<file path="config.mk">
export PLATFORM = sky130hd
export DESIGN_NAME = iecd_core
export DESIGN_NICKNAME = d
export VERILOG_FILES = /design/src/design/iecd_pkg.sv /design/src/design/iecd_alu.sv /design/src/design/iecd_core.sv
export SDC_FILE = /design/constraint.sdc
export NUM_CORES = 1
export LEC_CHECK = 0
export BUFFER_PORTS_ARGS = -buffer_cell sky130_fd_sc_hd__clkbuf_2
export CORE_MARGIN = 2
export CORE_UTILIZATION = 35
export CTS_CLUSTER_DIAMETER = 120
export CTS_CLUSTER_SIZE = 20
export DETAILED_ROUTE_END_ITERATION = 16
export MAX_ROUTING_LAYER = met4
export PLACE_DENSITY = 0.68
export SLEW_MARGIN = 20
export SYNTH_ARGS = -nofsm -noshare
export SYNTH_HDL_FRONTEND = slang
export SYNTH_SLANG_ARGS = --single-unit
</file>
<file path="constraint.sdc">
create_clock -name clk_i -period 1.75 [get_ports clk_i]
set_input_delay 0.35 -clock clk_i [delete_from_list [all_inputs] [get_ports clk_i]]
set_output_delay 0.35 -clock clk_i [all_outputs]
set_load 0.01 [all_outputs]
</file>
<file path="src/design/iecd_pkg.sv">
package iecd_pkg;
  // ----------------------------------------
  // widths and fixed values
  // ----------------------------------------
  localparam int unsigned IECD_PC_W    = 15;
  localparam int unsigned IECD_FADDR_W = 7;
  localparam int unsigned IECD_WDT_W   = 8;
  localparam int unsigned IECD_PRE_W   = 8;
  localparam logic [7:0]  IECD_ZERO8   = 8'h00;
  localparam logic [7:0]  IECD_ONE8    = 8'h01;
  localparam logic [14:0] IECD_PC_ONE  = 15'h0001;
  localparam logic [14:0] IECD_PC_RST  = 15'h0000;
  localparam logic        IECD_DEST_W  = 1'b0;
  localparam logic        IECD_DEST_F  = 1'b1;
  // status bit positions inside the status byte
  localparam int unsigned IECD_ST_Z    = 2;
  localparam int unsigned IECD_ST_PD   = 3;
  localparam int unsigned IECD_ST_TO   = 4;
  localparam logic [7:0]  IECD_ST_RST  = 8'h18;

  // ----------------------------------------
  // operation codes as decoded upstream
  // ----------------------------------------
  typedef enum logic [3:0] {
    IECD_OP_NONE  = 4'h0,
    IECD_OP_CLRWD = 4'h1,
    IECD_OP_CALLA = 4'h2,
    IECD_OP_COMPL = 4'h3,
    IECD_OP_CLRR  = 4'h4,
    IECD_OP_DECR  = 4'h5,
    IECD_OP_CLRA  = 4'h6,
    IECD_OP_DECSZ = 4'h7
  } iecd_op_t;

  // instruction as it arrives from decode
  typedef struct packed {
    iecd_op_t    op;
    logic [6:0]  faddr;
    logic        dest;
  } iecd_instr_t;

  // one write toward the register file
  typedef struct packed {
    logic        en;
    logic [6:0]  addr;
    logic [7:0]  data;
  } iecd_fwr_t;
endpackage

</file>
<file path="src/design/iecd_alu.sv">
`timescale 1ns/1ps
// ----------------------------------------
// single-operand arithmetic for the group
// ----------------------------------------
module iecd_alu
  import iecd_pkg::*;
(
  // operation and operand
  input  iecd_op_t   op_i,
  input  logic [7:0] fval_i,
  // result
  output logic [7:0] res_o,
  output logic       zero_o
);
  // combinational result selection
  always_comb begin
    unique case (op_i)
      IECD_OP_COMPL: res_o = ~fval_i;
      IECD_OP_CLRR:  res_o = IECD_ZERO8;
      IECD_OP_CLRA:  res_o = IECD_ZERO8;
      IECD_OP_DECR:  res_o = fval_i - IECD_ONE8;
      IECD_OP_DECSZ: res_o = fval_i - IECD_ONE8;
      default:       res_o = IECD_ZERO8;
    endcase
  end

  assign zero_o = (res_o == IECD_ZERO8);
endmodule // iecd_alu

</file>
<file path="src/design/iecd_core.sv">
`timescale 1ns/1ps
module iecd_core
  import iecd_pkg::*;
(
  // clock and reset
  input  logic            clk_i,
  input  logic            rst_n_i,
  // decoded instruction, one per instruction cycle
  input  logic            ivalid_i,
  input  iecd_instr_t     instr_i,
  input  logic [14:0]     pc_i,
  // operands from the register file
  input  logic [7:0]      fval_i,
  input  logic [7:0]      acc_i,
  input  logic [7:0]      page_high_latch_i,
  input  logic [7:0]      status_i,
  // register file and accumulator writes
  output iecd_fwr_t       fwr_o,
  output logic            acc_we_o,
  output logic [7:0]      acc_o,
  output logic            status_we_o,
  output logic [7:0]      status_o,
  // program flow
  output logic            push_o,
  output logic [14:0]     return_stack_top_o,
  output logic            pc_load_o,
  output logic [14:0]     pc_o,
  output logic            no_operation_slot_o,
  output logic            busy_o,
  // watchdog
  output logic            wdt_clr_o,
  output logic            pre_clr_o
);
  // ----------------------------------------
  // sequencing state
  // ----------------------------------------
  typedef enum logic [1:0] {
    IECD_S_RUN   = 2'b01,
    IECD_S_FLUSH = 2'b10
  } iecd_state_t;

  iecd_state_t state_r;
  logic [7:0]  res;
  logic        res_zero;
  logic        take;
  iecd_op_t    op;

  // an instruction fetched during a flush slot is discarded
  assign take = ivalid_i && (state_r == IECD_S_RUN);
  assign op   = take ? instr_i.op : IECD_OP_NONE;

  iecd_alu u_alu (
    .op_i   (op),
    .fval_i (fval_i),
    .res_o  (res),
    .zero_o (res_zero)
  );

  // ----------------------------------------
  // two-cycle sequencing
  // ----------------------------------------
  // call and zero skip both spend the next cycle as an empty slot
  always_ff @(posedge clk_i or negedge rst_n_i) begin
    if (!rst_n_i) begin
      state_r <= IECD_S_RUN;
    end else begin
      unique case (state_r)
        IECD_S_RUN: begin
          if (op == IECD_OP_CALLA) begin
            state_r <= IECD_S_FLUSH;
          end else if (op == IECD_OP_DECSZ && res_zero) begin
            state_r <= IECD_S_FLUSH;
          end else begin
            state_r <= IECD_S_RUN;
          end
        end
        IECD_S_FLUSH: state_r <= IECD_S_RUN;
        default:      state_r <= IECD_S_RUN;
      endcase
    end
  end

  // slot flag follows the sequencing state; busy is raised only for the call slot, not the skip slot
  always_ff @(posedge clk_i or negedge rst_n_i) begin
    if (!rst_n_i) begin
      no_operation_slot_o <= 1'b0;
      busy_o              <= 1'b0;
    end else begin
      no_operation_slot_o <= (state_r == IECD_S_RUN) &&
                             ((op == IECD_OP_DECSZ && res_zero) ||
                              op == IECD_OP_CALLA);
      busy_o              <= (state_r == IECD_S_RUN) && (op == IECD_OP_CALLA);
    end
  end

  // ----------------------------------------
  // data result routing
  // ----------------------------------------
  // results register once; outputs stay pure flops
  always_ff @(posedge clk_i or negedge rst_n_i) begin
    if (!rst_n_i) begin
      fwr_o    <= '0;
      acc_we_o <= 1'b0;
      acc_o    <= IECD_ZERO8;
    end else begin
      fwr_o.en <= 1'b0;
      acc_we_o <= 1'b0;
      fwr_o.addr <= instr_i.faddr;
      fwr_o.data <= res;
      acc_o      <= res;
      unique case (op)
        IECD_OP_COMPL, IECD_OP_DECR, IECD_OP_DECSZ: begin
          fwr_o.en <= (instr_i.dest == IECD_DEST_F);
          acc_we_o <= (instr_i.dest == IECD_DEST_W);
        end
        IECD_OP_CLRR: fwr_o.en <= 1'b1;
        IECD_OP_CLRA: acc_we_o <= 1'b1;
        default: begin
        end
      endcase
    end
  end

  // ----------------------------------------
  // status flags
  // ----------------------------------------
  // read-modify-write keeps every other status bit as it was
  always_ff @(posedge clk_i or negedge rst_n_i) begin
    if (!rst_n_i) begin
      status_we_o <= 1'b0;
      status_o    <= IECD_ST_RST;
    end else begin
      status_we_o <= 1'b0;
      status_o    <= status_i;
      unique case (op)
        IECD_OP_CLRWD: begin
          status_we_o <= 1'b1;
          status_o    <= status_i | (8'h01 << IECD_ST_TO) | (8'h01 << IECD_ST_PD);
        end
        IECD_OP_COMPL, IECD_OP_DECR, IECD_OP_CLRR, IECD_OP_CLRA: begin
          status_we_o <= 1'b1;
          status_o    <= res_zero ? (status_i | (8'h01 << IECD_ST_Z))
                                  : (status_i & ~(8'h01 << IECD_ST_Z));
        end
        default: begin
        end
      endcase
    end
  end

  // ----------------------------------------
  // call and watchdog
  // ----------------------------------------
  always_ff @(posedge clk_i or negedge rst_n_i) begin
    if (!rst_n_i) begin
      push_o             <= 1'b0;
      return_stack_top_o <= IECD_PC_RST;
      pc_load_o          <= 1'b0;
      pc_o               <= IECD_PC_RST;
      wdt_clr_o          <= 1'b0;
      pre_clr_o          <= 1'b0;
    end else begin
      push_o             <= (op == IECD_OP_CALLA);
      pc_load_o          <= (op == IECD_OP_CALLA);
      return_stack_top_o <= pc_i + IECD_PC_ONE;
      pc_o               <= {page_high_latch_i[6:0], acc_i};
      wdt_clr_o          <= (op == IECD_OP_CLRWD);
      pre_clr_o          <= (op == IECD_OP_CLRWD);
    end
  end
endmodule // iecd_core

</file>
== Yosys cells after proc, flatten, opt, wreduce, memory -nomap -nowiden ==
Index checks and enable logic that the tools add are counted.

* Add/subtract/negate cells: 2
* Divide/modulo/power cells: 0
* Eq/ne operators: 8
* Reduce and logical (&&, ||, !) cells: 10
* $mul: 0
* Shift operators: 0
* Mux-type cells: 10
* Bitwise gates (word level): 2
* Magnitude comparators: 0

{| class="wikitable"
|+ Operator list
! kind !! count
|-
| $eq 4x3->1 const B || 4
|-
| $pmux 8 s2 || 1
|-
| $add 15x1->15 const B || 1
|-
| $pmux 5 s2 || 1
|-
| $eq 4x2->1 const B || 2
|-
| $logic_not 8->1 || 1
|-
| $not 8->8 || 1
|-
| $sub 8x1->8 const B || 1
|-
| $mux 2 || 3
|-
| $reduce_or 5->1 || 1
|-
| $eq 4x1->1 const B || 1
|-
| $logic_and 1x1->1 || 4
|-
| $mux 4 || 1
|-
| $pmux 1 s2 || 2
|-
| $reduce_or 4->1 || 1
|-
| $mux 3 || 1
|-
| $reduce_or 3->1 || 1
|-
| $eq 2x1->1 const B || 1
|-
| $reduce_or 2->1 || 1
|-
| $logic_or 1x1->1 || 1
|-
| $mux 1 || 1
|-
| $not 1->1 || 1
|}

* Latch bits: 0
* Memories kept: 0
* Output and inout bits: 70
* Logic and storage cells: 45
* Memory bits (writable): 0
* Register bits after elaboration: 62
* Memory bits (read-only): 0

== Longest topological paths before layout ==
* Depth in word-level cells: 11
* Depth in mapped cells: 8
* Depth with buffers taken out: 7

== Cells and area by module ==
Synthesis repeated with hierarchy kept, for this count alone.

* Cell total of the unflattened synthesis: 183
* Area total of the unflattened synthesis: 2,383.5 sq um

{| class="wikitable"
|+ By module, submodules not included
! module !! area each (sq um) !! times used !! cells each
|-
| iecd_core || 2,085.8 || 1 || 143
|-
| iecd_alu || 297.8 || 1 || 40
|}

== Worst setup path before layout ==
OpenSTA, ideal clock, no wires.

* Path kind: input -> register
* Start point: input port fval_i[0]
* End point: register status_o[2]
* Data required time: 1.628 ns
* Stages on the path: 8
* Path slack: -0.266 ns
* Data arrival time: 1.894 ns
* Cells stage by stage: buf_6 > inv_1 > ha_1 > or3b_1 > or4_1 > nand3_1 > nor4_2 > a32o_1

* Word-level cells in the longest chain between the ends: 5

{| class="wikitable"
|+ Ends and longest elaborated chain
! element !! RTL line !! RTL
|-
| start: declaration || iecd_core.sv:13 || <nowiki>input logic [7:0] fval_i,</nowiki>
|-
| $sub 8x1->8 || iecd_alu.sv:21, iecd_alu.sv:22 ||
|-
| $pmux 8 s2 || iecd_alu.sv:17 || <nowiki>unique case (op_i)</nowiki>
|-
| net res[4] || iecd_core.sv:43 || <nowiki>logic [7:0] res;</nowiki>
|-
| $logic_not 8->1 || iecd_alu.sv:27 || <nowiki>assign zero_o = (res_o == IECD_ZERO8);</nowiki>
|-
| $mux 3 || iecd_core.sv:142 || <nowiki>status_o <= res_zero ? (status_i | (8'h01 << IECD_ST_Z))</nowiki>
|-
| $pmux 5 s2 || iecd_core.sv:135 || <nowiki>unique case (op)</nowiki>
|-
| end signal: assignment || iecd_core.sv:134 || <nowiki>status_o <= status_i;</nowiki>
|-
| end signal: assignment || iecd_core.sv:138 || <nowiki>status_o <= status_i | (8'h01 << IECD_ST_TO) | (8'h01 << IECD_ST_PD);</nowiki>
|-
| end signal: assignment || iecd_core.sv:142 ||
|-
| end: declaration || iecd_core.sv:22 || <nowiki>output logic [7:0] status_o,</nowiki>
|}

The timed path passes the listed nets, and every way through them passes these cells.

== Worst setup path in the final report ==
* Start point: register state_r[0]
* End point: register status_o[2]

* Word-level cells in the longest chain between the ends: 9

{| class="wikitable"
|+ Ends and longest elaborated chain
! element !! RTL line !! RTL
|-
| start: declaration || iecd_core.sv:42 || <nowiki>iecd_state_t state_r;</nowiki>
|-
| start signal: assignment || iecd_core.sv:65 || <nowiki>state_r <= IECD_S_RUN;</nowiki>
|-
| start signal: assignment || iecd_core.sv:70 || <nowiki>state_r <= IECD_S_FLUSH;</nowiki>
|-
| start signal: assignment || iecd_core.sv:72 || <nowiki>state_r <= IECD_S_FLUSH;</nowiki>
|-
| $eq 2x1->1 * || iecd_core.sv:49 || <nowiki>assign take = ivalid_i && (state_r == IECD_S_RUN);</nowiki>
|-
| $logic_and 1x1->1 * || iecd_core.sv:49 ||
|-
| $mux 4 * || iecd_core.sv:50 || <nowiki>assign op = take ? instr_i.op : IECD_OP_NONE;</nowiki>
|-
| $eq 4x3->1 || iecd_alu.sv:17 ||
|-
| $reduce_or 2->1 (no line) || - ||
|-
| $pmux 8 s2 * || iecd_alu.sv:17 ||
|-
| net res[3] || iecd_core.sv:43 ||
|-
| $logic_not 8->1 * || iecd_alu.sv:27 ||
|-
| $mux 3 * || iecd_core.sv:142 ||
|-
| $pmux 5 s2 * || iecd_core.sv:135 ||
|}

The timed path passes the listed nets; every way through them passes the cells marked *.

==> impl_metrics.yaml <==
floorplan:
  fp.dieW_microns: 86.63
  core_area_sq_um: 6681
  start_util_pct: 35.77
  fp-row-count: 30
  dieHeight_microns: 86.63
  io_pins: 132
  die_area_sq_um: 7505
clock_tree:
  cts_root_buf: "clkbuf_8"
  clkTransAtPathRegs_ps: 70
  clock_latency_ps: 320
  cts_max_path_buffers: 2
  cts.sinks: 61
  htreeDepth: 3
  cts_tree: "yes"
  cts_buffers: 9
timing:
  fin_hold_ws_ps: 32.52
  rsz0062_at_grt: "yes"
  fmax_mhz: 548.4
  slew_viol_final: 0
  worst_slack_ps: -73.64
  relSlewSlack_pct: 71.48
  finalHoldViolCount: 0
  worst-slew-pin-transition_ps: 424.2
  worst_clock_skew_ps: 9.738
  layout_min_cycle_time_ps: 1824
  period_share_pct: 104.2
  finalSetupViolations: 2
outcome:
  status: "complete, but fails checks"
  violations: "setup timing"
synth:
  syn_nets: 261
  synth.top_cell.area_share_pct: 60.73
  yosysWarnings: 0
  synth.avg_cell_area_sq_um: 12.13
  ys_seq_elements: 61
  synth_edf_count: 0
  async_flop_share_pct: 100.0
  yosys.area.top_type: "dfrtp_1"
  synth_area_sq_um: 2390
  synthFlopType: "dfrtp_1"
  ys_seq_area_share_pct: 64.03
  synthCells: 197
  ys_types: 45
  yosys-top-cells-area: "dfrtp_1 (61%), xnor2_1 (3.7%), dfstp_2 (3.3%)"
setup_path:
  arrival_ps: 2030
  cp-start-kind: "flip-flop"
  cp_top_family: "flip-flops"
  cp_cell_sequence: "nor4bb_4, buf_4, and2_4, buf_4, a22o_1, nor2_1, a32o_1"
  r2r_end: "status_o[2]"
  rrSetupSlack_ps: -70
  cp.depth: 7
  r2r_start: "state_r[0]"
  crit_type: "flip-flop to flip-flop"
  cp_common_cell: "buf_4"
  ff2ff_path_depth: 7
  cp_slowest_stage_delay_ps: 570
  required_ps: 1960
  cp_max_fo: 3
  cp_num_buf_inv: 2
  cp_slowest_cell: "dfstp_2"
  end_kind: "flip-flop"
finish:
  final_layout_size_suffix_gt1_share_pct: 55.43
  num_antenna_cells: 0
  final_cell_mix: "clkbuf_2 (130), dfrtp_1 (58), buf_4 (31)"
  fillers: 597
  mostFrequentLayoutCell: "clkbuf_2"
  fin_nets: 419
  syn2layout_area_growth_pct: 49.79
  utilization_pct: 53.58
place:
  hpwl_microns: 4497
  place_ws_ps: -284.5
  io_buffers: 130
  place_congestion: 0.8208
global_routing:
  overflow: 0
  grt_start_max_net_pins: 62
  antenna_found_initial: 0
  first_global_vias: 1985
  grt_usage_pct: 16.06
  grt_pass1_wl_microns: 9032
drt:
  wl_microns: 5912
  drt_iter0_drc: 59
  final_antenna_net_count: 0
  wl_per_cell_microns: 13.47
  drcViolationCount: 0
  drtPass1Iterations: 4
  vias: 2028
  viasPerCell: 4.620
power:
  powerDensity_nw_per_um2: 864.2
  total_power_mw: 3.093
  ir_drop_mv: 0.6004
  leakagePower_nw: 1.865
worst_hold_path:
  min_path_type: "primary input to async pin"
run:
  maxCapViolations: 0
[stage by stage]
stage,setup TNS (ps),cells,area (sq um)
after detailed placement,-830.9,421,3306
after CTS,-101.1,438,3537
final,-116.5,439,3580
after global routing,-265.5,439,3580
after floorplan,-489.7,197,2425
after global placement,-641.0,421,3306
[sequential cells by signal (all words and copies together), names as in the netlist]
name / flops
pre_clr_o: 1
acc_o: 8
acc_we_o: 1
no_operation_slot_o: 1
pc_load_o: 1
fwr_o: 8
state_r: 1
return_stack_top_o: 15
status_we_o: 1
status_o: 8
pc_o: 15
busy_o: 1
[cells by family after synthesis]
| logic type | count (synthesis) | share of synthesized area, % |
|---|---|---|
| compound gates | 27 | 8.168 |
| fa+ha+maj | 2 | 1.047 |
| mux | 1 | 0.4189 |
| simple gates | 65 | 14.97 |
| buf+inv | 27 | 6.230 |
| flops | 61 | 64.03 |
| xor+xnor | 14 | 5.131 |
[how the worst max path moves through the flow]
| stage | startpoint | to |
|---|---|---|
| after floorplan | fval_i[0] | status_o[2] |
| after global placement | fval_i[1] | status_o[2] |
| after detailed placement | fval_i[1] | status_o[2] |
| after CTS | state_r[0] | status_o[2] |
| after global routing | state_r[0] | status_o[2] |
| final | state_r[0] | status_o[2] |
[final cells by class]
| type | count | area (sq um) | area share, % |
|---|---|---|---|
| Tap cell | 80 | 100.1 | 2.796 |
| Clock buffer | 12 | 165.2 | 4.614 |
| Inverter | 10 | 40.04 | 1.118 |
| Timing Repair Buffer | 164 | 925.9 | 25.87 |
| Clock inverter | 3 | 20.02 | 0.5592 |
| Multi-Input combinational cell | 109 | 798.3 | 22.30 |
| Sequential cell | 61 | 1530 | 42.75 |
[Yosys cell counts (2+ instances only)]
master and n:
a211oi_1 2, a21oi_1 7, a311oi_1 2, and2_1 2
and3_1 2, buf_2 2, buf_4 10, clkbuf_1 4
dfrtp_1 58, dfstp_2 3, ha_1 2, inv_1 10
nand2_1 12, nand2b_1 2, nand3_1 12, nand4_1 3
nor2_1 13, nor3_1 6, nor4_1 2, nor4_2 2
o21ai_0 4, or3_1 2, xnor2_1 10, xor2_1 4
[power breakdown]
part / switching [mW] / total, mW / internal, mW
Combinational: 0.227 / 0.434 / 0.207
Clock: 0.536 / 1.16 / 0.620
Sequential: 0.0209 / 1.50 / 1.48
Total: 0.784 / 3.09 / 2.31
[what timing repair did]
action,in CTS,in global routing
hold buffers,0,0
hold endpoints to repair,0,0
setup endpoints to repair,2,3
pin swaps,5,3
gates resized for setup,5,5
buffers inserted,2,1
[routing by layer]
layer  global-route usage, %  up-vias  wire length [microns]
met5                       -        -                      0
met4                   6.108        0                     44
met3                   4.381        4                    325
met2                   25.94       72                   3062
met1                   19.20      967                   2480
li1                        -      985                      -
No activity file was read; power rests on OpenSTA's default activity.
